<file path="src/sscf_pkg.sv">
`default_nettype none
package sscf_pkg;
    // ------------------------------------------------------------
    // register map
    // ------------------------------------------------------------
    localparam int ADDR_W = 12;
    localparam logic [11:0] STATUS_OFFSET = 12'h804;
    localparam logic [11:0] CONFIG_OFFSET = 12'h805;
    localparam logic [7:0] STATUS_RESET = 8'h00;
    localparam logic [7:0] CONFIG_RESET = 8'h00;
    localparam logic [7:0] RDATA_IDLE = 8'h00;
    localparam logic [3:0] RESERVED_BITS_VALUE = 4'h0;
    localparam logic [3:0] CLEAR_ALL = 4'hf;
    localparam logic [3:0] CLEAR_NONE = 4'h0;

    // ------------------------------------------------------------
    // field positions
    // ------------------------------------------------------------
    localparam int CARD_DETECT_BIT = 3;
    localparam int READY_BIT = 2;
    localparam int BATTERY_LOW_BIT = 1;
    localparam int BATTERY_DEAD_BIT = 0;
    localparam int ROUTE_LSB = 4;
    localparam int SOURCE_MSB = 3;
    localparam logic [3:0] ROUTE_NONE = 4'h0;
    localparam logic SOCKET_CARD_MEMORY = 1'b0;
    localparam logic SOCKET_CARD_IO = 1'b1;

    typedef struct packed {
        logic [3:0] status_irq_route_select;
        logic card_detect_irq_enable;
        logic ready_irq_enable;
        logic battery_low_irq_enable;
        logic battery_dead_irq_enable;
    } sscf_config_t;

    typedef struct packed {
        logic card_detect_changed;
        logic ready_rise_flag;
        logic battery_low_flag;
        logic battery_dead_flag;
    } sscf_flags_t;

    typedef struct packed {
        sscf_config_t cfg;
        sscf_flags_t flags;
        logic cd_a_prev;
        logic cd_b_prev;
        logic ready_prev;
        logic primed;
        logic [7:0] rdata;
        logic irq;
    } sscf_state_t;
endpackage
`default_nettype wire

</file>
<file path="src/sscf_socket_status_change_flags.sv">
`default_nettype none
module sscf_socket_status_change_flags (
    input wire logic i_clk_sys,
    input wire logic i_resetn,
    input wire logic [sscf_pkg::ADDR_W-1:0] i_reg_addr,
    input wire logic i_reg_rd,
    input wire logic i_reg_wr,
    input wire logic [7:0] i_reg_wdata,
    input wire logic i_flag_clear_on_write,
    input wire logic i_socket_card_kind,
    input wire logic i_ring_function_enable,
    input wire logic i_card_detect_line_a,
    input wire logic i_card_detect_line_b,
    input wire logic i_ready_line,
    input wire logic i_battery_low_line,
    input wire logic i_card_status_change_pin,
    input wire logic i_ring_indicate_line,
    output logic [7:0] o_reg_rdata,
    output logic o_socket_status_event,
    output logic [3:0] o_status_irq_route_select
);
    // ------------------------------------------------------------
    // helpers
    // ------------------------------------------------------------
    // flags as software sees them: masked by enables and card kind
    function automatic logic [3:0] visible(input sscf_pkg::sscf_flags_t f,
                                           input sscf_pkg::sscf_config_t c,
                                           input logic io);
        logic [3:0] kind_mask;
        kind_mask = 4'hf;
        if (io == sscf_pkg::SOCKET_CARD_IO) begin
            kind_mask[sscf_pkg::READY_BIT] = 1'b0;
            kind_mask[sscf_pkg::BATTERY_LOW_BIT] = 1'b0;
        end
        visible = f & c[sscf_pkg::SOURCE_MSB:0] & kind_mask;
    endfunction

    // ------------------------------------------------------------
    // state
    // ------------------------------------------------------------
    sscf_pkg::sscf_state_t st_reg;
    sscf_pkg::sscf_state_t st_next;
    logic status_rd;
    logic status_wr;
    logic config_rd;
    logic config_wr;
    logic is_io;
    logic [3:0] events;
    logic [3:0] clr;
    logic [3:0] held;

    always_comb begin
        st_next = st_reg;
        status_rd = i_reg_rd && (i_reg_addr == sscf_pkg::STATUS_OFFSET);
        status_wr = i_reg_wr && (i_reg_addr == sscf_pkg::STATUS_OFFSET);
        config_rd = i_reg_rd && (i_reg_addr == sscf_pkg::CONFIG_OFFSET);
        config_wr = i_reg_wr && (i_reg_addr == sscf_pkg::CONFIG_OFFSET);
        is_io = (i_socket_card_kind == sscf_pkg::SOCKET_CARD_IO);
        // edges wait one sample after reset so the first look is not a change
        events[sscf_pkg::CARD_DETECT_BIT] = st_reg.primed &&
            ((i_card_detect_line_a != st_reg.cd_a_prev) ||
             (i_card_detect_line_b != st_reg.cd_b_prev));
        events[sscf_pkg::READY_BIT] = st_reg.primed && !is_io &&
            i_ready_line && !st_reg.ready_prev;
        events[sscf_pkg::BATTERY_LOW_BIT] = !is_io && i_battery_low_line;
        events[sscf_pkg::BATTERY_DEAD_BIT] = i_card_status_change_pin;
        events = events & st_reg.cfg[sscf_pkg::SOURCE_MSB:0];
        clr = sscf_pkg::CLEAR_NONE;
        if (status_rd && !i_flag_clear_on_write) begin
            clr = sscf_pkg::CLEAR_ALL;
        end
        if (status_wr && i_flag_clear_on_write) begin
            clr = i_reg_wdata[sscf_pkg::SOURCE_MSB:0];
        end
        // set wins over a clear in the same cycle
        held = (st_reg.flags & ~clr) | events;
        if (i_ring_function_enable) begin
            held[sscf_pkg::BATTERY_DEAD_BIT] = i_ring_indicate_line &&
                st_reg.cfg.battery_dead_irq_enable;
        end
        st_next.flags = held;
        if (config_wr) begin
            st_next.cfg = i_reg_wdata;
        end
        st_next.cd_a_prev = i_card_detect_line_a;
        st_next.cd_b_prev = i_card_detect_line_b;
        st_next.ready_prev = i_ready_line;
        st_next.primed = 1'b1;
        st_next.rdata = sscf_pkg::RDATA_IDLE;
        if (status_rd) begin
            st_next.rdata = {sscf_pkg::RESERVED_BITS_VALUE,
                             visible(st_reg.flags, st_reg.cfg, is_io)};
        end else if (config_rd) begin
            st_next.rdata = st_reg.cfg;
        end
        st_next.irq = |visible(st_next.flags, st_next.cfg, is_io);
    end

    always_ff @(posedge i_clk_sys or negedge i_resetn) begin
        if (!i_resetn) begin
            st_reg.cfg <= sscf_pkg::CONFIG_RESET;
            st_reg.flags <= sscf_pkg::STATUS_RESET[sscf_pkg::SOURCE_MSB:0];
            st_reg.cd_a_prev <= 1'b0;
            st_reg.cd_b_prev <= 1'b0;
            st_reg.ready_prev <= 1'b0;
            st_reg.primed <= 1'b0;
            st_reg.rdata <= sscf_pkg::RDATA_IDLE;
            st_reg.irq <= 1'b0;
        end else begin
            st_reg <= st_next;
        end
    end

    assign o_reg_rdata = st_reg.rdata;
    assign o_socket_status_event = st_reg.irq;
    assign o_status_irq_route_select = st_reg.cfg.status_irq_route_select;
endmodule
`default_nettype wire

</file>
<file path="config.mk">
export PLATFORM = sky130hd
export DESIGN_NAME = sscf_socket_status_change_flags
export DESIGN_NICKNAME = d
export VERILOG_FILES = /design/src/sscf_pkg.sv /design/src/sscf_socket_status_change_flags.sv
export SDC_FILE = /design/constraint.sdc
export NUM_CORES = 1
export LEC_CHECK = 0
export BUFFER_PORTS_ARGS = -buffer_cell sky130_fd_sc_hd__buf_2
export CORE_MARGIN = 2
export CORE_UTILIZATION = 51
export CTS_CLUSTER_DIAMETER = 60
export DETAILED_ROUTE_END_ITERATION = 7
export HOLD_SLACK_MARGIN = 0.12
export PLACE_DENSITY = 0.82
export SLEW_MARGIN = 40
export SYNTH_ARGS = -nofsm -noshare
export SYNTH_HDL_FRONTEND = slang
export SYNTH_SLANG_ARGS = --single-unit
</file>
<file path="constraint.sdc">
create_clock -name i_clk_sys -period 2 [get_ports i_clk_sys]
set_input_delay 0.2 -clock i_clk_sys [delete_from_list [all_inputs] [get_ports i_clk_sys]]
set_output_delay 0.2 -clock i_clk_sys [all_outputs]
set_load 0.005 [all_outputs]
</file>
==> flow_metrics.env <==
export IMPL_outcome="finished clean"
export IMPL_syn_avg_cell_area_um2=11.7
export IMPL_antenna_found_initial=0
export IMPL_hold_buffers=8
export IMPL_path_cells="buf_2 -> or4b_4 -> nor4_4 -> mux2_4 -> a22o_1 -> a311o_2"
export IMPL_worstPathArrival_ns=2.09
export IMPL_min_to="st_reg[17]$_DFF_PN0_"
export IMPL_syn_nets=135
export IMPL_final_nets=186
export IMPL_dieHeight_um=52.4
export IMPL_grt_max_degree=26
export IMPL_insertion_delay_ns=0.32
export IMPL_final_util_pct=68.8
export IMPL_gp_routability_congestion=0.838
export IMPL_crit_type="primary input to register"
export IMPL_routedWlPerCell_um=14.4
export IMPL_max_clock_freq_mhz=537
export IMPL_ys_types=37
export IMPL_min_delay_path_depth=2
export IMPL_cts_resized_gates=0
export IMPL_h_tree_depth=1
export IMPL_ant_nets=0
export IMPL_grt_use_total_pct=22.0
export IMPL_end_kind="register"
export IMPL_total_power_uw=837
export IMPL_syn_inst=102
export IMPL_hold_violations=0
export IMPL_syn_area_mm2=0.00120
export IMPL_maxCapViolations=0
export IMPL_io_pins=46
export IMPL_start_kind="primary input"
export IMPL_die_w_um=52.4
export IMPL_relSlewSlack_pct=64.4
export IMPL_cts_sinks=25
export IMPL_cts_buffers=3
export IMPL_cts_tree="done"
export IMPL_avgViaCountPerCell=5.34
export IMPL_use_met1_pct=28.0
export IMPL_dp_cells=168
export IMPL_start_util_pct=54.1
export IMPL_cp_required_ns=2.22
export IMPL_drc=0
export IMPL_final_cell_area_mm2=0.00152
export IMPL_grtUsageMet2_pct=37.9
export IMPL_post_route_period_util_pct=93.2
export IMPL_hold_path_class="primary input to register"
export IMPL_powerDensity_mw_per_mm2=550
export IMPL_regToRegStartpoint="st_reg[12]$_DFF_PN0_"
export IMPL_finalCriticalPeriod_ns=1.86
export IMPL_synth_seq_cells=25
export IMPL_dpl_cell_area_mm2=0.00142
export IMPL_instances_no_fill=180
export IMPL_syn2layout_area_growth_pct=27.3
export IMPL_rsz0062_at_grt="no"
export IMPL_die_area_mm2=0.00275
export IMPL_fin_hold_ws_ns=0.141
export IMPL_grt_pass1_vias=1015
export IMPL_finalMaxSlewViolations=0
export IMPL_ys_seq_area_share_pct=52.3
export IMPL_r2r_cells=5
export IMPL_grt_pass1_wl_mm=4.42
export IMPL_place_ws_ns=-0.207
export IMPL_grt_ovfl_total=0
export IMPL_cts_max_path_buffers=2
export IMPL_setup_violations=0
export IMPL_hold_start="i_reg_wdata[0]"
export IMPL_slowest_stage="or4b_4"
export IMPL_first_pass_iters=4
export IMPL_p_leak_nw=0.805
export IMPL_path_max_fanout=4
export IMPL_ir_drop_mv=0.421
export IMPL_gr_usage_met3_pct=1.71
export IMPL_yosysWarnings=0
export IMPL_finClkSkew_ns=0.00225
export IMPL_diodes=0
export IMPL_core_mm2=0.00221
export IMPL_reg2reg_to="o_socket_status_event$_DFF_PN0_"
export IMPL_clk_pin_slew_ns=0.13
export IMPL_rows=17
export IMPL_drtIter0Drc=33
export IMPL_cpPeakStageDelay_ns=0.56
export IMPL_reg2reg_slack_ns=0.51
export IMPL_wirelength_mm=2.59
export IMPL_post_dp_hpwl_mm=1.98
export IMPL_worstMarginPinSlew_ns=0.534
export IMPL_finalSetupTns_ns=0
export IMPL_worst_slack_ns=0.136
export IMPL_routed_via_count=962
export IMPL_largest_register_ffs=12
export IMPL_post_cts_buffers=0
export IMPL_root_buffer="clkbuf_4"
export IMPL_grt_busiest_layer="met2"
export IMPL_numPortBuffers=45
export IMPL_drive_gt1_share_pct=45.4
## synth_stat cells, drive strengths merged
cell type	count	area (µm²)
dfrtp	25	626
buf	12	90.1
mux2	8	90.1
a21oi	5	25.0
and3	5	31.3
inv	4	15.0
nand2b	4	25.0
o21ai	4	20.0
nand3	3	15.0
nor3b	3	22.5
nor4	3	40.0
nor2	2	7.51
o211ai	2	15.0
xor2	2	17.5
a22o	1	8.76
a22oi	1	7.51
a311o	1	11.3
a31oi	1	6.26
a32o	1	10.0
a41o	1	10.0
and2	1	6.26
clkbuf	1	3.75
conb	1	3.75
mux2i	1	10.0
nand2	1	3.75
nand4b	1	8.76
nor2b	1	6.26
nor3	1	5.00
nor4bb	1	10.0
o32a	1	10.0
or2	1	6.26
or3	1	6.26
or3b	1	8.76
or4b	1	13.8
## worst max-delay path: cells and delay by family
| kind | cells | cell delay (ns) |
|---|---|---|
| AO/OA/AOI/OAI | 2 | 0.51 |
| buffers and inverters | 1 | 0.09 |
| multiplexers | 1 | 0.34 |
| AND/OR/NAND/NOR | 2 | 0.93 |
## worst max-delay path by stage
stage | start | end | slack (ns) | cells after the start
final | i_reg_addr[10] | o_socket_status_event$_DFF_PN0_ | 0.14 | 6
after global placement | i_reg_addr[10] | o_socket_status_event$_DFF_PN0_ | -0.17 | 6
after floorplan | i_reg_addr[10] | o_socket_status_event$_DFF_PN0_ | -0.19 | 5
after global routing | i_reg_addr[10] | o_socket_status_event$_DFF_PN0_ | 0.11 | 6
after CTS | i_reg_addr[10] | o_socket_status_event$_DFF_PN0_ | 0.15 | 6
after detailed placement | i_reg_addr[10] | o_socket_status_event$_DFF_PN0_ | -0.21 | 6
## power breakdown
group	leakage (nW)	switching, mW	internal [mW]	total [mW]
combinational	0.453	0.0458	0.0510	0.0968
clock	0.0177	0.150	0.0751	0.225
sequential	0.335	0.00395	0.511	0.515
total	0.805	0.200	0.637	0.837
## cell families after synthesis
group	count (synthesis)	share of synthesized area, %
simple gates	30	18.1
flops	25	52.3
compound gates	18	10.4
buf+inv	17	9.10
mux	9	8.37
xor+xnor	2	1.46
other cells	1	0.314
## layout make-up
class                      instances  area, µm²
timing repair buffer              59        350
inverter                           4       15.0
tap                               28       35.0
clock buffer                       3       22.5
sequential                        25        626
multi-input combinational         60        469
fill                             171        689
clock inverter                     1       5.00
## cells in the final DEF (no fill, tap or decap), drive strengths merged, types with 2 or more instances in the layout
cell type	instances
nand2b	4
nand3	3
inv	4
a21oi	5
o211ai	2
nor3b	3
nor4	3
nor2	2
mux2	8
and3	5
xor2	2
clkbuf	3
buf	51
o21ai	4
dfrtp	25
dlygate4sd3	8
## routing by layer
metal / share of wire [%] / up-vias
met3: 5.9 / 4
met2: 52 / 40
met5: 0 / -
met1: 41 / 460
li1: - / 458
met4: 1.1 / 0
No activity file was read; power rests on OpenSTA's default activity.
